==> config.mk <==
export PLATFORM = sky130hd
export DESIGN_NAME = pias_port
export DESIGN_NICKNAME = d
export VERILOG_FILES = /design/src/rtl/pias_pkg.sv /design/src/rtl/pias_port.sv
export SDC_FILE = /design/constraint.sdc
export NUM_CORES = 1
export LEC_CHECK = 0
export ABC_AREA = 1
export BUFFER_PORTS_ARGS = -buffer_cell sky130_fd_sc_hd__buf_4
export CAP_MARGIN = 5
export CORE_ASPECT_RATIO = 1.2
export CORE_MARGIN = 5
export CORE_UTILIZATION = 56
export DETAILED_ROUTE_END_ITERATION = 7
export PLACE_DENSITY = 0.73
export SETUP_SLACK_MARGIN = 0.3
export SLEW_MARGIN = 20
export SYNTH_ARGS = -nofsm -noshare
export SYNTH_HDL_FRONTEND = slang
export SYNTH_SLANG_ARGS = --single-unit
==> constraint.sdc <==
create_clock -name clock_i -period 3.5 [get_ports clock_i]
set_input_delay 0 -clock clock_i [delete_from_list [all_inputs] [get_ports clock_i]]
set_output_delay 0 -clock clock_i [all_outputs]
set_load 0.005 [all_outputs]
==> src/rtl/pias_pkg.sv <==
// constants and types shared by the shared i2s / pcm audio port
package pias_pkg;

  // ***********************************************************
  // clock and link figures
  // ***********************************************************
  localparam int SYS_HZ = 20_000_000;
  localparam int I2S_WORD_BITS = 16;
  localparam int SLOT_BITS = 16;
  localparam int SAMPLE_BITS = 13;
  localparam int NUM_CH = 3;
  localparam logic [7:0] LONG_FS_BITS = 8'h03;

  // ***********************************************************
  // register byte offsets
  // ***********************************************************
  localparam logic [7:0] A_CTRL = 8'h00;
  localparam logic [7:0] A_DIV = 8'h04;
  localparam logic [7:0] A_SLOT = 8'h08;
  localparam logic [7:0] A_FMT = 8'h0C;
  localparam logic [7:0] A_I2S_TX = 8'h10;
  localparam logic [7:0] A_I2S_RX = 8'h14;
  localparam logic [7:0] A_PCM_TX0 = 8'h18;
  localparam logic [7:0] A_PCM_RX0 = 8'h24;
  localparam logic [7:0] A_STAT = 8'h30;

  // ***********************************************************
  // field positions
  // ***********************************************************
  localparam int C_I2S_EN = 0;
  localparam int C_PCM_EN = 1;
  localparam int C_MASTER = 2;
  localparam int C_LONG_FS = 3;
  localparam int C_BURST = 4;
  localparam int S_CH_SLOT0 = 4;
  localparam int S_CH_EN0 = 16;
  localparam int F_LSB_FIRST = 0;
  localparam int F_SHIFT = 1;
  localparam int F_FILL = 3;
  localparam int F_FILL_VAL = 5;

  // ***********************************************************
  // values after reset
  // ***********************************************************
  localparam logic [4:0] CTRL_RST = 5'h00;
  localparam logic [15:0] DIV_RST = 16'h014D;
  localparam logic [18:0] SLOT_RST = 19'h10000;
  localparam logic [7:0] FMT_RST = 8'h00;

  typedef enum logic [1:0] {MODE_OFF, MODE_I2S, MODE_PCM} pias_mode_t;
  typedef enum logic [1:0] {
    FILL_ZERO, FILL_ONE, FILL_SIGN, FILL_VALUE
  } pias_fill_t;

endpackage

==> src/rtl/pias_port.sv <==
// shared i2s / pcm serial audio port with register access
`timescale 1ns/1ps

// What this block does
// - i2s master drives clock, select; data always
// - i2s words sixteen bits, msb first
// - msb one bit after select edge
// - left while select low, right while high
// - send on falling, receiver samples rising
// - one shared port, one mode at once
// - pcm master makes clock and sync
// - three full duplex voice channels in slots
// - up to sixteen slots per frame
// - transmit and receive share channel slot
// - data output released on foreign slots
// - release after falling edge, last bit
// - short or long sync, either role
// - short sync one bit, before slot zero
// - slave short sync seen on falling edge
// - long sync three bits from slot zero
// - thirteen bit sample, placement configurable
// - pad bits ignored in, filled out
// - reset format left justified msb first
// - burst mode raises bit rate
module pias_port (
  // clock and reset
  input wire logic clock_i,
  input wire logic srst_i,
  // register port
  input wire logic [7:0] addr_i,
  input wire logic [31:0] wdata_i,
  input wire logic wr_i,
  input wire logic rd_i,
  output logic [31:0] rdata_o,
  // bit clock pin
  input wire logic sck_i,
  output logic sck_o,
  output logic sck_oe_o,
  // word select / frame sync pin
  input wire logic ws_i,
  output logic ws_o,
  output logic ws_oe_o,
  // serial data
  input wire logic din_i,
  output logic dout_o,
  output logic dout_oe_o
);

  // ***********************************************************
  // helpers
  // ***********************************************************
  function automatic logic [1:0] ch_of(input logic [7:0] a,
                                       input logic [7:0] base);
    logic [7:0] d;
    d = a - base;
    return d[3:2];
  endfunction

  // lowest numbered enabled channel owning the slot
  function automatic logic [2:0] slot_owner(input logic [3:0] slot,
                                            input logic [18:0] cfg);
    logic [2:0] r;
    r = 3'h0;
    for (int i = pias_pkg::NUM_CH - 1; i >= 0; i--) begin
      if (cfg[pias_pkg::S_CH_EN0 + i] &&
          cfg[pias_pkg::S_CH_SLOT0 + 4 * i +: 4] == slot) begin
        r = {1'b1, 2'(i)};
      end
    end
    return r;
  endfunction

  function automatic logic [3:0] line_idx(input logic [3:0] b,
                                          input logic lsb_first);
    return lsb_first ? b : ~b;
  endfunction

  // ***********************************************************
  // registers
  // ***********************************************************
  logic [4:0] ctrl;
  logic [15:0] divs;
  logic [18:0] slots;
  logic [7:0] fmt;
  logic [31:0] i2s_tx;
  logic [31:0] i2s_rx;
  logic [12:0] pcm_tx [pias_pkg::NUM_CH];
  logic [12:0] pcm_rx [pias_pkg::NUM_CH];

  wire pcm_tx_hit = addr_i >= pias_pkg::A_PCM_TX0 &&
                    addr_i < pias_pkg::A_PCM_RX0 && addr_i[1:0] == 2'h0;
  wire pcm_rx_hit = addr_i >= pias_pkg::A_PCM_RX0 &&
                    addr_i < pias_pkg::A_STAT && addr_i[1:0] == 2'h0;
  wire [1:0] tx_ch = ch_of(addr_i, pias_pkg::A_PCM_TX0);
  wire [1:0] rx_ch = ch_of(addr_i, pias_pkg::A_PCM_RX0);

  always_ff @(posedge clock_i) begin
    if (srst_i) begin
      ctrl <= pias_pkg::CTRL_RST;
      divs <= pias_pkg::DIV_RST;
      slots <= pias_pkg::SLOT_RST;
      fmt <= pias_pkg::FMT_RST;
      i2s_tx <= 32'h0000_0000;
      for (int i = 0; i < pias_pkg::NUM_CH; i++) begin
        pcm_tx[i] <= 13'h0000;
      end
    end else if (wr_i) begin
      if (addr_i == pias_pkg::A_CTRL) ctrl <= wdata_i[4:0];
      if (addr_i == pias_pkg::A_DIV) divs <= wdata_i[15:0];
      if (addr_i == pias_pkg::A_SLOT) slots <= wdata_i[18:0];
      if (addr_i == pias_pkg::A_FMT) fmt <= wdata_i[7:0];
      if (addr_i == pias_pkg::A_I2S_TX) i2s_tx <= wdata_i;
      if (pcm_tx_hit) pcm_tx[tx_ch] <= wdata_i[12:0];
    end
  end

  // ***********************************************************
  // mode and clocking
  // ***********************************************************
  pias_pkg::pias_mode_t mode;
  pias_pkg::pias_mode_t mode_q;
  // i2s wins if software sets both enables
  assign mode = ctrl[pias_pkg::C_I2S_EN] ? pias_pkg::MODE_I2S :
                ctrl[pias_pkg::C_PCM_EN] ? pias_pkg::MODE_PCM :
                pias_pkg::MODE_OFF;
  wire run = mode == mode_q && mode != pias_pkg::MODE_OFF;
  wire master = ctrl[pias_pkg::C_MASTER];
  wire long_fs = ctrl[pias_pkg::C_LONG_FS];
  // burst needs its own divider; 20 MHz caps the pin at 10 MHz
  wire [7:0] half = ctrl[pias_pkg::C_BURST] ? divs[15:8] : divs[7:0];

  logic [7:0] dcnt;
  logic sck_m;
  wire m_tick = run && master && dcnt >= half;

  always_ff @(posedge clock_i) begin
    mode_q <= srst_i ? pias_pkg::MODE_OFF : mode;
    if (srst_i || !run || !master) begin
      dcnt <= 8'h00;
      sck_m <= 1'b0;
    end else if (m_tick) begin
      dcnt <= 8'h00;
      sck_m <= ~sck_m;
    end else begin
      dcnt <= dcnt + 8'h01;
    end
  end

  // pin inputs: three stages, a level counts once stages 2, 3 agree
  logic [2:0] s1;
  logic [2:0] s2;
  logic [2:0] s3;
  logic [2:0] lvl;
  always_ff @(posedge clock_i) begin
    if (srst_i) begin
      s1 <= 3'h0;
      s2 <= 3'h0;
      s3 <= 3'h0;
      lvl <= 3'h0;
    end else begin
      s1 <= {din_i, ws_i, sck_i};
      s2 <= s1;
      s3 <= s2;
      for (int k = 0; k < 3; k++) begin
        if (s2[k] == s3[k]) lvl[k] <= s3[k];
      end
    end
  end
  wire s_new = s2[0] == s3[0] && s3[0] != lvl[0];
  wire fs_in = lvl[1];
  wire din = lvl[2];
  wire rise_ev = run && (master ? m_tick && !sck_m : s_new && s3[0]);
  wire fall_ev = run && (master ? m_tick && sck_m : s_new && !s3[0]);

  // ***********************************************************
  // frame position and data formatting
  // ***********************************************************
  logic [7:0] pos;
  logic [31:0] acc;
  logic ws_m;
  logic ws_seen;
  logic fs_prev;
  logic dout;
  logic pcm_oe;

  wire [7:0] i2s_next = {3'h0, pos[4:0] + 5'h01};
  wire [4:0] i2s_ahead = i2s_next[4:0] + 5'h01;
  wire [7:0] last = {slots[3:0], 4'hF};
  wire [7:0] pcm_next = pos >= last ? 8'h00 : pos + 8'h01;
  wire [2:0] own_n = slot_owner(pcm_next[7:4], slots);
  wire [2:0] own_c = slot_owner(pos[7:4], slots);
  wire lsb_first = fmt[pias_pkg::F_LSB_FIRST];
  wire [1:0] sh = fmt[pias_pkg::F_SHIFT +: 2];
  wire [1:0] fill = fmt[pias_pkg::F_FILL +: 2];
  wire [2:0] fill_val = fmt[pias_pkg::F_FILL_VAL +: 3];
  wire [12:0] tx_smp = pcm_tx[own_n[1:0]];

  logic [2:0] pad;
  logic [18:0] tx_ext;
  logic [15:0] tx_word;
  logic [4:0] rx_idx;
  logic [31:0] next_acc;
  logic [15:0] rx_al;

  always_comb begin
    unique case (fill)
      pias_pkg::FILL_ZERO: pad = 3'h0;
      pias_pkg::FILL_ONE: pad = 3'h7;
      pias_pkg::FILL_SIGN: pad = {3{tx_smp[12]}};
      pias_pkg::FILL_VALUE: pad = fill_val;
    endcase
    tx_ext = {pad, tx_smp, pad} >> sh;
    tx_word = tx_ext[15:0];
    if (mode == pias_pkg::MODE_I2S) begin
      rx_idx = {pos[4], ~pos[3:0]};
    end else begin
      rx_idx = {1'b0, line_idx(pos[3:0], lsb_first)};
    end
    next_acc = acc;
    next_acc[rx_idx] = din;
    // pad bits fall away here on receive
    rx_al = next_acc[15:0] >> (2'h3 - sh);
  end

  always_ff @(posedge clock_i) begin
    if (srst_i || !run) begin
      pos <= 8'h00;
      acc <= 32'h0000_0000;
      ws_m <= 1'b0;
      ws_seen <= 1'b0;
      fs_prev <= 1'b0;
      dout <= 1'b0;
      pcm_oe <= 1'b0;
    end else if (mode == pias_pkg::MODE_I2S) begin
      if (fall_ev) begin
        pos <= i2s_next;
        dout <= i2s_tx[{i2s_next[4], ~i2s_next[3:0]}];
        ws_m <= i2s_ahead[4];
      end
      if (rise_ev) begin
        acc <= next_acc;
        ws_seen <= fs_in;
        // slave: realign so the next fall sends the msb
        if (!master && fs_in != ws_seen) pos <= {3'h0, ~fs_in, 4'hF};
      end
    end else begin
      if (rise_ev) begin
        pos <= pcm_next;
        ws_m <= long_fs ? pcm_next < pias_pkg::LONG_FS_BITS :
                pcm_next == last;
        pcm_oe <= own_n[2];
        if (own_n[2]) dout <= tx_word[line_idx(pcm_next[3:0], lsb_first)];
      end
      if (fall_ev) begin
        acc <= next_acc;
        fs_prev <= fs_in;
        if (pos[3:0] == 4'hF) pcm_oe <= 1'b0;
        if (!master && !long_fs && fs_in) pos <= last;
        if (!master && long_fs && fs_in && !fs_prev) pos <= 8'h00;
      end
    end
  end

  // received words
  always_ff @(posedge clock_i) begin
    if (srst_i) begin
      i2s_rx <= 32'h0000_0000;
      for (int i = 0; i < pias_pkg::NUM_CH; i++) begin
        pcm_rx[i] <= 13'h0000;
      end
    end else if (mode == pias_pkg::MODE_I2S && rise_ev &&
                 pos[3:0] == 4'hF) begin
      i2s_rx <= next_acc;
    end else if (mode == pias_pkg::MODE_PCM && fall_ev &&
                 pos[3:0] == 4'hF && own_c[2]) begin
      pcm_rx[own_c[1:0]] <= rx_al[12:0];
    end
  end

  // ***********************************************************
  // pins and read back
  // ***********************************************************
  assign sck_o = sck_m;
  assign sck_oe_o = run && master;
  assign ws_o = ws_m;
  assign ws_oe_o = run && master;
  assign dout_o = dout;
  assign dout_oe_o = mode_q == pias_pkg::MODE_I2S ||
                     (mode_q == pias_pkg::MODE_PCM && pcm_oe);

  logic [31:0] rd_n;
  always_comb begin
    rd_n = 32'h0000_0000;
    if (addr_i == pias_pkg::A_CTRL) rd_n = {27'h0, ctrl};
    if (addr_i == pias_pkg::A_DIV) rd_n = {16'h0, divs};
    if (addr_i == pias_pkg::A_SLOT) rd_n = {13'h0, slots};
    if (addr_i == pias_pkg::A_FMT) rd_n = {24'h0, fmt};
    if (addr_i == pias_pkg::A_I2S_TX) rd_n = i2s_tx;
    if (addr_i == pias_pkg::A_I2S_RX) rd_n = i2s_rx;
    if (pcm_tx_hit) rd_n = {19'h0, pcm_tx[tx_ch]};
    if (pcm_rx_hit) rd_n = {19'h0, pcm_rx[rx_ch]};
    if (addr_i == pias_pkg::A_STAT) begin
      rd_n = {15'h0, pcm_oe, pos, 6'h0, 2'(mode_q)};
    end
  end

  always_ff @(posedge clock_i) begin
    if (srst_i) rdata_o <= 32'h0000_0000;
    else rdata_o <= rd_i ? rd_n : 32'h0000_0000;
  end
endmodule

==> results.sh <==
export IMPL_dieHeight_um=196
export IMPL_initial_core_util_pct=56.4
export IMPL_clk_pin_slew_ns=0.06
export IMPL_cts_buffers=34
export IMPL_min_period_ns=3.11
export IMPL_drtAntennaViolNets=0
export IMPL_hpwl_um=41600
export IMPL_hold_viol=0
export IMPL_cpMaxStageDelayCell="dfxtp_4"
export IMPL_synth_edff_count=104
export IMPL_gp_congestion=1.01
export IMPL_r2r_end="ws_o"
export IMPL_power_density_nw_per_um2=409
export IMPL_hold_start="rd_i"
export IMPL_clock_latency_ns=0.53
export IMPL_syn_inst=2134
export IMPL_cts_root_buf="clkbuf_16"
export IMPL_vias_per_cell=6.04
export IMPL_cp_num_buf_inv=2
export IMPL_grt_pass1_wl_um=85900
export IMPL_status="complete, no violations"
export IMPL_reg2reg_depth=15
export IMPL_place_ws_ns=0.227
export IMPL_first_iter_violations=2137
export IMPL_htree_levels=2
export IMPL_r2r_setup_slack_ns=0.39
export IMPL_slew_viol_final=0
export IMPL_synth_area_top_cells="dfxtp_1 (26%), edfxtp_1 (19%), o21ai_0 (8.1%)"
export IMPL_worstPathArrival_ns=3.56
export IMPL_ys_seq_area_share_pct=45.5
export IMPL_critPathCaptureType="register"
export IMPL_regToRegStartpoint="slots[0]"
export IMPL_crit_required_ns=3.95
export IMPL_ir_worst_vdd_mv=0.405
export IMPL_drive_gt1_share_pct=13.2
export IMPL_grt_setup_unrepaired="yes"
export IMPL_wl_met2_um=27100
export IMPL_hold_path_class="in2reg"
export IMPL_wl_met1_um=22500
export IMPL_grt_use_total_pct=34.5
export IMPL_cpPeakStageDelay_ns=0.37
export IMPL_synthTopCellsByCount="nand2_1 (346), nor2_1 (274), o21ai_0 (263)"
export IMPL_cp_max_fo=7
export IMPL_setup_slack_ns=0.391
export IMPL_synth_most_common_cell="nand2_1"
export IMPL_first_global_vias=15100
export IMPL_finalSetupViolCount=0
export IMPL_dp_cells=2568
export IMPL_async_flop_share_pct=0
export IMPL_drc_errors=0
export IMPL_cts_buffer_depth=3
export IMPL_tns_ns=0
export IMPL_max_cap_viol_count=0
export IMPL_finClkSkew_ns=0.0201
export IMPL_finalCritPeriodShare_pct=88.8
export IMPL_final_util_pct=67.4
export IMPL_io_pins=85
export IMPL_slew_headroom_pct=46.1
export IMPL_drt_total_wl_um=57600
export IMPL_cp_top_family="compound AO/OA/AOI/OAI gates"
export IMPL_cts_sinks=316
export IMPL_synth_cell_types=54
export IMPL_core_area_sq_um=28700
export IMPL_antennaDiodeCount=0
export IMPL_power_leakage_nw=7.68
export IMPL_grt_ovfl_total=0
export IMPL_top_layer="met4"
export IMPL_syn_area_sq_um=16200
export IMPL_worst_pin_slew_ns=0.805
export IMPL_met3_length_um=4560
export IMPL_wl_per_cell_um=21.4
export IMPL_ys_ff_latch=316
export IMPL_drt_pass1_iterations=8
export IMPL_synth_avg_cell_area_sq_um=7.58
export IMPL_cts_tree="yes"
export IMPL_crit_type="reg2reg"
export IMPL_holdPathStages=3
export IMPL_grt_start_max_net_pins=66
export IMPL_timing_fmax_ghz=0.322
export IMPL_min_to="rdata_o[15]"
export IMPL_area_growth_pct=19.5
export IMPL_fp_dieW_um=165
export IMPL_antenna_found_initial=0
export IMPL_synth_flop_cell="dfxtp_1"
export IMPL_vias=16300
export IMPL_fin_nets=2354
export IMPL_stdcell_count=2696
export IMPL_synth_top_cell_area_share_pct=26.2
export IMPL_holdWs_ns=0.0799
export IMPL_rows=68
export IMPL_yosys_warnings=0
export IMPL_port_buffers=84
export IMPL_die_area_sq_um=32400
export IMPL_start_kind="register"
export IMPL_yosysTopAreaCell="dfxtp_1"
export IMPL_crit_chain="inv_2, ha_1, nand2_1, nor2_2, nand2_2, nand3_4, nor2_1, inv_1, nor3_1, o211ai_1, a2111oi_0, o2111ai_1, o311ai_0, o21ai_0, a21oi_1"
==> registers in the layout (all words and copies together) (netlist names), 3 cells and up <==
signal and cells:
rdata_o 32, lvl 3, i2s_tx 32, dcnt 8, pcm_rx 52, pos 8
i2s_rx 32, ctrl 5, s1 3, acc 32, fmt 8, divs 16
s3 3, pcm_tx 52, s2 3, slots 19
==> report_power, final <==
group | switching, mW | internal [mW]
clock | 1.50 | 2.13
sequential | 0.0381 | 3.84
combinational | 0.267 | 0.140
total | 1.80 | 6.10
==> worst max path at each step <==
stage / slack, ns / end / depth (start not counted) / start
6_report: 0.39 / ws_o / 15 / slots[0]
5_1_grt: 0.17 / dout_o / 24 / slots[0]
4_1_cts: 0.29 / dout_o / 25 / slots[3]
3_5_place_dp: 0.23 / dout_o / 23 / slots[0]
3_3_place_gp: 0.25 / dout_o / 23 / slots[0]
2_1_floorplan: 0.23 / pcm_rx[0][0] / 14 / ctrl[4]
==> per-layer routing <==
| layer | vias to the layer above | track usage (%) |
|---|---|---|
| li1 | 7577 | - |
| met1 | 7664 | 43.9 |
| met2 | 850 | 56.7 |
| met3 | 190 | 5.02 |
| met4 | 0 | 17.6 |
| met5 | - | 0 |
==> kinds of logic after synthesis <==
| group | count (synthesis) | synth area share (%) |
|---|---|---|
| compound gates | 590 | 20.2 |
| xor+xnor | 20 | 1.13 |
| fa+ha+maj | 19 | 1.47 |
| buf+inv | 315 | 7.76 |
| flops | 316 | 45.5 |
| mux | 6 | 0.371 |
| other cells | 1 | 0.0232 |
| simple gates | 867 | 23.5 |
==> cell usage in the layout (no fill, tap or decap), types with 18 or more instances in the layout <==
cell           synthesis  final
o22ai_1               18     18
nand3_1              169    163
edfxtp_1             104    104
clkbuf_16              0     35
nor2_1               274    272
dlygate4sd3_1          0     47
o211ai_1              29     29
nand2_1              346    341
buf_4                  2    177
a31oi_1               26     26
inv_1                179    176
nand3b_1              20     20
o21ai_0              263    257
a21oi_1              203    203
dfxtp_1              212    207
==> final cells by class <==
| cell class | count | area (sq um) |
|---|---|---|
| multi-input combinational | 1518 | 7740 |
| fill | 2443 | 9340 |
| inverter | 185 | 699 |
| timing repair buffer | 233 | 1940 |
| clock inverter | 13 | 154 |
| clock buffer | 46 | 947 |
| tap | 385 | 482 |
| sequential | 316 | 7380 |
==> worst reg2reg max path, delay by kind of cell (launching register included) <==
kind,cells,cell delay (ns)
compound gates,6,1.19
fa+ha+maj,1,0.28
buf+inv,2,0.20
flops,1,0.37
simple gates,6,1.00
==> metrics by stage <==
| step | cell area [sq um] | total power [mW] |
|---|---|---|
| global placement | 17500 | 4.30 |
| detailed placement | 17500 | 4.31 |
| floorplan | 16200 | 4.12 |
| CTS | 19100 | 7.92 |
| global route | 19300 | 8.11 |
| finish | 19300 | 7.91 |
==> repair_timing <==
action                                  in CTS  in global routing
cloned                                       1                  3
hold buffers                                47                  0
endpoints found under the setup margin      27                127
pin swaps                                    2                 16
setup buffers                                1                 17
hold endpoints to repair                    90                  0
gates resized for setup                      2                 38
Power figures use the tool's default switching activity.
